File: config.mk
export PLATFORM = sky130hd
export DESIGN_NAME = isc_top
export DESIGN_NICKNAME = d
export VERILOG_FILES = /design/src/verilog/isc_pkg.sv /design/src/verilog/isc_top.sv
export SDC_FILE = /design/constraint.sdc
export NUM_CORES = 1
export LEC_CHECK = 0
export BUFFER_PORTS_ARGS = -buffer_cell sky130_fd_sc_hd__clkbuf_2
export CORE_AREA = 2 2 84 102
export DETAILED_ROUTE_END_ITERATION = 8
export DIE_AREA = 0 0 86 104
export GPL_TIMING_DRIVEN = 1
export SETUP_SLACK_MARGIN = 0.3
export SLEW_MARGIN = 0
export SYNTH_ARGS = -nofsm -noshare
export SYNTH_HDL_FRONTEND = slang
export SYNTH_SLANG_ARGS = --single-unit
export TNS_END_PERCENT = 10
File: constraint.sdc
create_clock -name core_clk_i -period 2.96 [get_ports core_clk_i]
set_clock_uncertainty 0.1 [all_clocks]
set_input_delay 0.148 -clock core_clk_i [delete_from_list [all_inputs] [get_ports core_clk_i]]
set_output_delay 0.148 -clock core_clk_i [all_outputs]
set_load 0.005 [all_outputs]
File: src/verilog/isc_pkg.sv
package isc_pkg;
  // register bus
  localparam int          ADDR_W          = 4;
  localparam int          DATA_W          = 4;
  localparam logic [3:0]  OFS_MASK        = 4'h0;
  localparam logic [3:0]  OFS_STATUS      = 4'h1;
  localparam logic [3:0]  OFS_CTRL        = 4'h2;
  localparam logic [3:0]  OFS_MODE        = 4'h3;
  // mask bank fields
  localparam int          MASK_EXT_BIT    = 0;
  localparam int          MASK_DIV_BIT    = 2;
  localparam logic [3:0]  MASK_RST        = 4'h0;
  // status fields
  localparam int          ST_EXT_BIT      = 0;
  localparam int          ST_DIV_BIT      = 1;
  localparam int          ST_IME_BIT      = 2;
  localparam int          ST_SBY_BIT      = 3;
  // control fields
  localparam int          CTRL_P1RST_BIT  = 0;
  localparam logic        CTRL_P1RST_RST  = 1'b0;
  // mode fields
  localparam int          MODE_HALT_BIT   = 0;
  localparam int          MODE_STOP_BIT   = 1;
  // flag reset values
  localparam logic        PEND_RST        = 1'b0;
  localparam logic        IME_RST         = 1'b0;
  // vectors, page and step
  localparam logic [5:0]  VEC_PAGE_IRQ    = 6'h02;
  localparam logic [5:0]  VEC_STEP_EXT    = 6'h00;
  localparam logic [5:0]  VEC_STEP_DIV    = 6'h04;
  localparam logic [5:0]  VEC_PAGE_WAKE   = 6'h03;
  localparam logic [5:0]  VEC_STEP_WAKE   = 6'h00;
  // timing
  localparam int          CLK_PERIOD_NS   = 10;
  localparam int          INSTR_CYCLE_NS  = 61000;
  localparam int          EXT_DEB_CYCLES  = 900;
  localparam logic [9:0]  EXT_DEB_LAST    = 10'(EXT_DEB_CYCLES - 1);

  typedef enum logic [2:0] {
    ISC_RUN  = 3'b001,
    ISC_HALT = 3'b010,
    ISC_STOP = 3'b100
  } isc_state_t;
endpackage : isc_pkg

File: src/verilog/isc_top.sv
// Contract
// - halt instr enters halt, stop enters stop
// - halt stops clock, keeps display
// - stop stops system, blanks display
// - core state held throughout standby
// - unmasked request at entry refuses standby; code refuses ext on pin high instead of pin low
// - only reset or unmasked request releases
// - wake resumes at page 3 step 0
// - short pin low releases stop, no pending
// - port one all high resets, option on; code resets only in standby (halt or stop), not in run
// - pin sets ext pending, overflow div
// - each pending gated by own mask bit
// - ext vectors 2:0, divider vectors 2:4
// - master enable clear blocks every acceptance
// - service pulse pushes, vectors, clears enable
// - return instruction sets master enable again
// - one instruction after return before next
// - no service mid instruction or skipping
// - reset clears pendings, enable and masks
//
// Design decisions made here: the strobed register port and the register addresses.
`timescale 1ns/1ps
module isc_top #(
  parameter int unsigned CYC_CLKS = isc_pkg::INSTR_CYCLE_NS / isc_pkg::CLK_PERIOD_NS
) (
  input  wire logic                      core_clk_i,         // 100 MHz
  input  wire logic                      rstn_i,             // async reset, low
  input  wire logic [isc_pkg::ADDR_W-1:0] addr_i,            // register address
  input  wire logic [isc_pkg::DATA_W-1:0] wdata_i,           // write data
  input  wire logic                      wr_i,               // write strobe
  input  wire logic                      rd_i,               // read strobe
  output logic      [isc_pkg::DATA_W-1:0] rdata_o,           // read data, next cycle
  input  wire logic                      ext_irq_pin_i,      // external pin, async
  input  wire logic [3:0]                port_one_inputs_i,  // port 1 pins, async
  input  wire logic                      div_overflow_i,     // divider overflow pulse
  input  wire logic                      instr_boundary_i,   // core between instructions
  input  wire logic                      skip_active_i,      // core skipping
  input  wire logic                      halt_instr_i,       // halt executed, pulse
  input  wire logic                      stop_instr_i,       // stop executed, pulse
  input  wire logic                      return_from_irq_instr_instr_i,       // return from irq, pulse
  output logic                           service_o,          // push pc and jump, pulse
  output logic      [5:0]                vec_page_o,         // target page
  output logic      [5:0]                vec_step_o,         // target step
  output logic                           resume_o,           // wake jump, pulse
  output logic                           hw_reset_req_o,     // port-one reset, pulse
  output logic                           sys_clk_run_o,      // system clock running
  output logic                           system_run_o,       // system section powered
  output logic                           lcd_blank_o,        // display blanked
  output logic                           state_hold_o        // core must freeze state
);

  // instruction-cycle tick from the fast clock
  logic [15:0] cyc_cnt_ff;
  logic        tick_ff;
  wire         cyc_wrap = (cyc_cnt_ff == 16'(CYC_CLKS - 1));

  always_ff @(posedge core_clk_i or negedge rstn_i) begin
    if (!rstn_i) begin
      cyc_cnt_ff <= 16'h0000;
      tick_ff    <= 1'b0;
    end else begin
      cyc_cnt_ff <= cyc_wrap ? 16'h0000 : cyc_cnt_ff + 16'h0001;
      tick_ff    <= cyc_wrap;
    end
  end

  // pin synchronisers; stage one read only by stage two
  logic [4:0] sync1_ff;
  logic [4:0] sync2_ff;
  always_ff @(posedge core_clk_i or negedge rstn_i) begin
    if (!rstn_i) begin
      sync1_ff <= 5'h1f;
      sync2_ff <= 5'h1f;
    end else begin
      sync1_ff <= {port_one_inputs_i, ext_irq_pin_i};
      sync2_ff <= sync1_ff;
    end
  end
  wire       pin_high = sync2_ff[0];
  wire [3:0] p1_sync  = sync2_ff[4:1];

  // registers
  logic [3:0]         mask_ff;
  logic               p1rst_opt_ff;
  logic               ext_pend_ff;
  logic               div_pend_ff;
  logic               ime_ff;
  logic               blk_ff;
  logic [9:0]         deb_ff;
  isc_pkg::isc_state_t state_ff;
  isc_pkg::isc_state_t nxt_state;

  wire ext_mask = mask_ff[isc_pkg::MASK_EXT_BIT];
  wire div_mask = mask_ff[isc_pkg::MASK_DIV_BIT];
  wire in_run   = (state_ff == isc_pkg::ISC_RUN);

  // bus decode
  wire wr_mask   = wr_i && (addr_i == isc_pkg::OFS_MASK);
  wire wr_status = wr_i && (addr_i == isc_pkg::OFS_STATUS);
  wire wr_ctrl   = wr_i && (addr_i == isc_pkg::OFS_CTRL);

  // low level must persist before it counts as a request
  wire deb_done = tick_ff && !pin_high && (deb_ff == isc_pkg::EXT_DEB_LAST);
  wire ext_set  = deb_done;
  wire div_set  = div_overflow_i;

  wire ext_req  = ext_pend_ff && ext_mask;
  wire div_req  = div_pend_ff && div_mask;
  wire can_take = tick_ff && instr_boundary_i && !skip_active_i
                  && !blk_ff && in_run;
  wire accept   = can_take && ime_ff && (ext_req || div_req);
  wire take_ext = accept && ext_req;
  wire take_div = accept && !ext_req;

  // entry refusal and release
  wire refuse   = (ext_mask && pin_high) || (div_mask && div_pend_ff);
  wire enter    = (halt_instr_i || stop_instr_i) && in_run && !refuse;
  wire p1_reset = !in_run && p1rst_opt_ff && (&p1_sync);
  wire wake     = !in_run && !p1_reset
                  && ((ext_mask && !pin_high) || div_req);

  always_comb begin
    nxt_state = state_ff;
    unique case (state_ff)
      isc_pkg::ISC_RUN: begin
        if (enter) begin
          nxt_state = stop_instr_i ? isc_pkg::ISC_STOP : isc_pkg::ISC_HALT;
        end
      end
      isc_pkg::ISC_HALT, isc_pkg::ISC_STOP: begin
        if (wake || p1_reset) begin
          nxt_state = isc_pkg::ISC_RUN;
        end
      end
      default: nxt_state = isc_pkg::ISC_RUN;
    endcase
  end

  // flags: a set in the same cycle as a clear wins, except that acceptance clears the enable over a status write of 1
  wire nxt_ext_pend = (ext_pend_ff && !take_ext
                       && !(wr_status && wdata_i[isc_pkg::ST_EXT_BIT])) || ext_set;
  wire nxt_div_pend = (div_pend_ff && !take_div
                       && !(wr_status && wdata_i[isc_pkg::ST_DIV_BIT])) || div_set;
  wire nxt_ime      = return_from_irq_instr_instr_i ? 1'b1 :
                      accept       ? 1'b0 :
                      wr_status    ? wdata_i[isc_pkg::ST_IME_BIT] : ime_ff;

  always_ff @(posedge core_clk_i or negedge rstn_i) begin
    if (!rstn_i) begin
      mask_ff      <= isc_pkg::MASK_RST;
      p1rst_opt_ff <= isc_pkg::CTRL_P1RST_RST;
      ext_pend_ff  <= isc_pkg::PEND_RST;
      div_pend_ff  <= isc_pkg::PEND_RST;
      ime_ff       <= isc_pkg::IME_RST;
      state_ff     <= isc_pkg::ISC_RUN;
    end else begin
      if (wr_mask) begin
        mask_ff <= wdata_i & 4'h5;
      end
      if (wr_ctrl) begin
        p1rst_opt_ff <= wdata_i[isc_pkg::CTRL_P1RST_BIT];
      end
      ext_pend_ff <= nxt_ext_pend;
      div_pend_ff <= nxt_div_pend;
      ime_ff      <= nxt_ime;
      state_ff    <= nxt_state;
    end
  end

  // debounce counter saturates so one low period sets once
  always_ff @(posedge core_clk_i or negedge rstn_i) begin
    if (!rstn_i) begin
      deb_ff <= 10'h000;
    end else if (pin_high) begin
      deb_ff <= 10'h000;
    end else if (tick_ff && deb_ff != 10'h3ff) begin
      deb_ff <= deb_ff + 10'h001;
    end
  end

  // hold off one instruction after a return
  always_ff @(posedge core_clk_i or negedge rstn_i) begin
    if (!rstn_i) begin
      blk_ff <= 1'b0;
    end else if (return_from_irq_instr_instr_i) begin
      blk_ff <= 1'b1;
    end else if (tick_ff && instr_boundary_i && !skip_active_i) begin
      blk_ff <= 1'b0;
    end
  end

  // outputs
  wire [3:0] status_rd = {!in_run, ime_ff, div_pend_ff, ext_pend_ff};
  wire [3:0] mode_rd   = {2'b00, state_ff == isc_pkg::ISC_STOP, state_ff == isc_pkg::ISC_HALT};
  wire [3:0] rd_mux    = (addr_i == isc_pkg::OFS_MASK)   ? mask_ff :
                         (addr_i == isc_pkg::OFS_STATUS) ? status_rd :
                         (addr_i == isc_pkg::OFS_CTRL)   ? {3'b000, p1rst_opt_ff} :
                         (addr_i == isc_pkg::OFS_MODE)   ? mode_rd : 4'h0;
  wire       do_resume = wake;
  wire [5:0] nxt_page  = accept ? isc_pkg::VEC_PAGE_IRQ : isc_pkg::VEC_PAGE_WAKE;
  wire [5:0] nxt_step  = take_ext ? isc_pkg::VEC_STEP_EXT :
                         take_div ? isc_pkg::VEC_STEP_DIV : isc_pkg::VEC_STEP_WAKE;

  always_ff @(posedge core_clk_i or negedge rstn_i) begin
    if (!rstn_i) begin
      rdata_o        <= 4'h0;
      service_o      <= 1'b0;
      resume_o       <= 1'b0;
      hw_reset_req_o <= 1'b0;
      vec_page_o     <= 6'h00;
      vec_step_o     <= 6'h00;
      sys_clk_run_o  <= 1'b1;
      system_run_o   <= 1'b1;
      lcd_blank_o    <= 1'b0;
      state_hold_o   <= 1'b0;
    end else begin
      rdata_o        <= rd_i ? rd_mux : 4'h0;
      service_o      <= accept;
      resume_o       <= do_resume;
      hw_reset_req_o <= p1_reset;
      if (accept || do_resume) begin
        vec_page_o <= nxt_page;
        vec_step_o <= nxt_step;
      end
      sys_clk_run_o  <= (nxt_state == isc_pkg::ISC_RUN);
      system_run_o   <= (nxt_state != isc_pkg::ISC_STOP);
      lcd_blank_o    <= (nxt_state == isc_pkg::ISC_STOP);
      state_hold_o   <= (nxt_state != isc_pkg::ISC_RUN);
    end
  end
endmodule : isc_top

==> impl_metrics.tcl <==
set metrics [dict create \
    crit_path_end_kind "flop" \
    vdd_drop_max_mv 0.227 \
    fillers 759 \
    drc 0 \
    synth_async_sr_flop_share_pct 100 \
    slowest_delay_ps 560 \
    grt_pass1_vias 1838 \
    dieHeight_um 104 \
    synth_cells 237 \
    cts.sinks 61 \
    status "finished, final reports clean" \
    vias 1880 \
    final_nets 316 \
    path_buf_inv 1 \
    drive_gt1_share_pct 25.7 \
    fmax_mhz 415 \
    relSlewSlack_pct 52.4 \
    pwr-share-comb_pct 13.6 \
    start_kind "flop" \
    worstMarginPinSlew_ps 711 \
    critPathRequiredTime_ps 3090 \
    max-cap-violations 0 \
    num_io_pins 46 \
    via_per_inst 4.81 \
    finalHoldViolations 0 \
    first_iter_violations 69 \
    cp_slowest_cell "dfstp_2" \
    post-route-period-util_pct 81.5 \
    hpwl_um 3450 \
    antenna_found_initial 0 \
    syn-cell-area_sq_um 2730 \
    insertion_delay_ps 350 \
    htreeDepth 3 \
    seq_area_frac_synth_pct 56.5 \
    antenna_cells 0 \
    post_cts_resized 0 \
    slew_violations 0 \
    start_util_pct 34.3 \
    floorplan.die_area_sq_um 8940 \
    core_sq_um 7970 \
    rsz0062_at_grt "no" \
    path_cells "nor3b_4 > nor4b_4 > nand2_1 > a31o_1 > dlygate4sd3_1" \
    grt_remaining_overflow 0 \
    p_sw_uw 563 \
    p_per_area_nw_per_um2 611 \
    final_area_sq_um 3320 \
    final_period_minus_worst_setup_slack_ps 2410 \
    synth_cell_types 49 \
    avgSynthCellArea_sq_um 11.5 \
    crit_type "flop to flop" \
    cp.arrival_ps 2540 \
    p_clk_share_pct 38.3 \
    holdBufCountCts 15 \
    grt_max_degree 30 \
    yosys_most_used_dff "dfrtp_1" \
    critical_path.top_delay_family "simple AND/OR/NAND/NOR gates" \
    placed_area_sq_um 2960 \
    tns_ps 0 \
    cts_buffers 9 \
    area_growth_pct 21.5 \
    post-cts-setup-buffer-count 0 \
    portBuffers 35 \
    hold_class "input port to flop" \
    synth-seq-cells 61 \
    cts_tree "built" \
    rows 36 \
    drt_pass1_iterations 4 \
    cts_root_buf "clkbuf_8" \
    seqPwrFrac_pct 48.1 \
    die_x_um 86 \
    globalRouteTotalUtil_pct 12.3 \
    intPower_mw 1.47 \
    synth_edf_count 0 \
    routedWlPerCell_um 13.0 \
    ant_nets 0 \
    gp_congestion 0.778 \
    setup-violations-final 0 \
    synth_warnings 0 \
    grt_pass1_wl_um 8580 \
    crit_fanout 7 \
    cts_buffer_depth 2 \
    clk_pin_slew_ps 80 \
    wl_um 5070 \
    swShare_pct 27.7 \
    power.leakage_nw 1.46 \
]
## layer usage
metal | global-route usage [%] | vias to the layer above | share of wire [%]
met5 | 0 | - | 0
met4 | 6.12 | 0 | 1.5
met3 | 3.65 | 6 | 5.2
met2 | 19.2 | 48 | 47
met1 | 15.3 | 908 | 46
li1 | - | 918 | -
## synth_stat cells, types with 3 or more instances
cell / n / area [sq um]
dfstp_2: 13 / 342
buf_4: 9 / 67.6
a21oi_1: 4 / 20.0
nor3b_1: 4 / 30.0
nand4_1: 5 / 31.3
nor4_1: 3 / 18.8
nand2_1: 14 / 52.6
a22o_1: 3 / 26.3
mux2_2: 4 / 45.0
a21o_1: 3 / 22.5
mux2i_1: 5 / 50.1
dfrtp_1: 48 / 1200
nor2_1: 25 / 93.8
nand3_1: 14 / 70.1
xor2_1: 7 / 61.3
and3_1: 5 / 31.3
a311oi_1: 3 / 26.3
inv_1: 7 / 26.3
xnor2_1: 14 / 123
and4_1: 5 / 43.8
nor3_1: 3 / 15.0
clkbuf_1: 5 / 18.8
## flip-flops by register name, indices dropped and copies added, names as in the netlist, 2 cells and up
| signal | cells |
|---|---|
| rdata_o | 4 |
| deb_ff | 10 |
| state_ff | 3 |
| mask_ff | 2 |
| vec_page_o | 2 |
| sync2_ff | 5 |
| cyc_cnt_ff | 16 |
| sync1_ff | 5 |
## final timing paths
check | from | to | slack [ps] | cells after the start
worst min register to register | sync1_ff[0] | sync2_ff[0] | 260 | 0
worst min-delay path | addr_i[0] | rdata_o[3] | 20 | 3
worst max-delay path | state_ff[0] | div_pend_ff | 550 | 5
max in group asynchronous | rstn_i | sync1_ff[0] | 1720 | 3
min in group asynchronous | rstn_i | ime_ff | 280 | 2
worst max register to register | state_ff[0] | div_pend_ff | 550 | 5
## tightest hold or removal path: cells and delay by family
family / cells / cell delay [ps]
buffers and inverters: 1 / 130
AND/OR/NAND/NOR: 2 / 150
## power groups by stage
stage	clock network [mW]	registers, mW	logic (mW)
after floorplan	0	0.983	0.172
after global placement	0	0.989	0.263
after detailed placement	0	0.990	0.265
after CTS	0.802	0.974	0.281
after global routing	0.839	0.983	0.312
final	0.777	0.975	0.276
## stage by stage
stage / power, mW / utilization [%] / setup WS (ps) / std cells / hold slack (ps)
global placement: 1.25 / 37.2 / 935 / 360 / 128
detailed placement: 1.26 / 37.2 / 926 / 360 / 135
CTS: 2.06 / 41.6 / 529 / 391 / 1.15
floorplan: 1.16 / - / 1240 / 245 / -248
global route: 2.13 / 41.6 / 391 / 391 / 32.5
finish: 2.03 / 41.6 / 548 / 391 / 20.2
## layout by cell type, fill, tap and decap left out, types with 3 or more instances in the layout
master,netlist,final
dfrtp_1,48,48
conb_1,1,9
dlygate4sd3_1,0,15
a21oi_1,4,4
clkbuf_2,0,35
nor3_1,3,3
xor2_1,7,7
nand4_1,5,5
dfstp_2,13,13
nor2_1,25,25
clkbuf_8,0,9
and4_1,5,5
a21o_1,3,3
nand2_1,14,14
a22o_1,3,3
and3_1,5,5
mux2i_1,5,5
a311oi_1,3,3
nand3_1,14,14
nor3b_1,4,4
mux2_2,4,4
xnor2_1,14,14
inv_1,7,7
nor4_1,3,3
## cell type report
| cell class | instances | area [sq um] | share of cell area, % |
|---|---|---|---|
| clock buffers | 9 | 124 | 3.73 |
| clock inverters | 7 | 82.6 | 2.49 |
| inverters | 7 | 26.3 | 0.792 |
| multi-input cells | 160 | 1080 | 32.7 |
| flip-flops and latches | 61 | 1540 | 46.5 |
| well taps | 95 | 119 | 3.58 |
| repair buffers | 52 | 340 | 10.3 |
## kinds of logic after synthesis
logic type / synth area share, %
adder cells (fa/ha/maj): 0.916
buffers and inverters: 4.90
multiplexers: 4.31
XOR/XNOR: 6.73
AND/OR/NAND/NOR: 19.4
AO/OA/AOI/OAI: 7.15
flip-flops: 56.5
other: 0.137
Power figures use the tool's default switching activity.
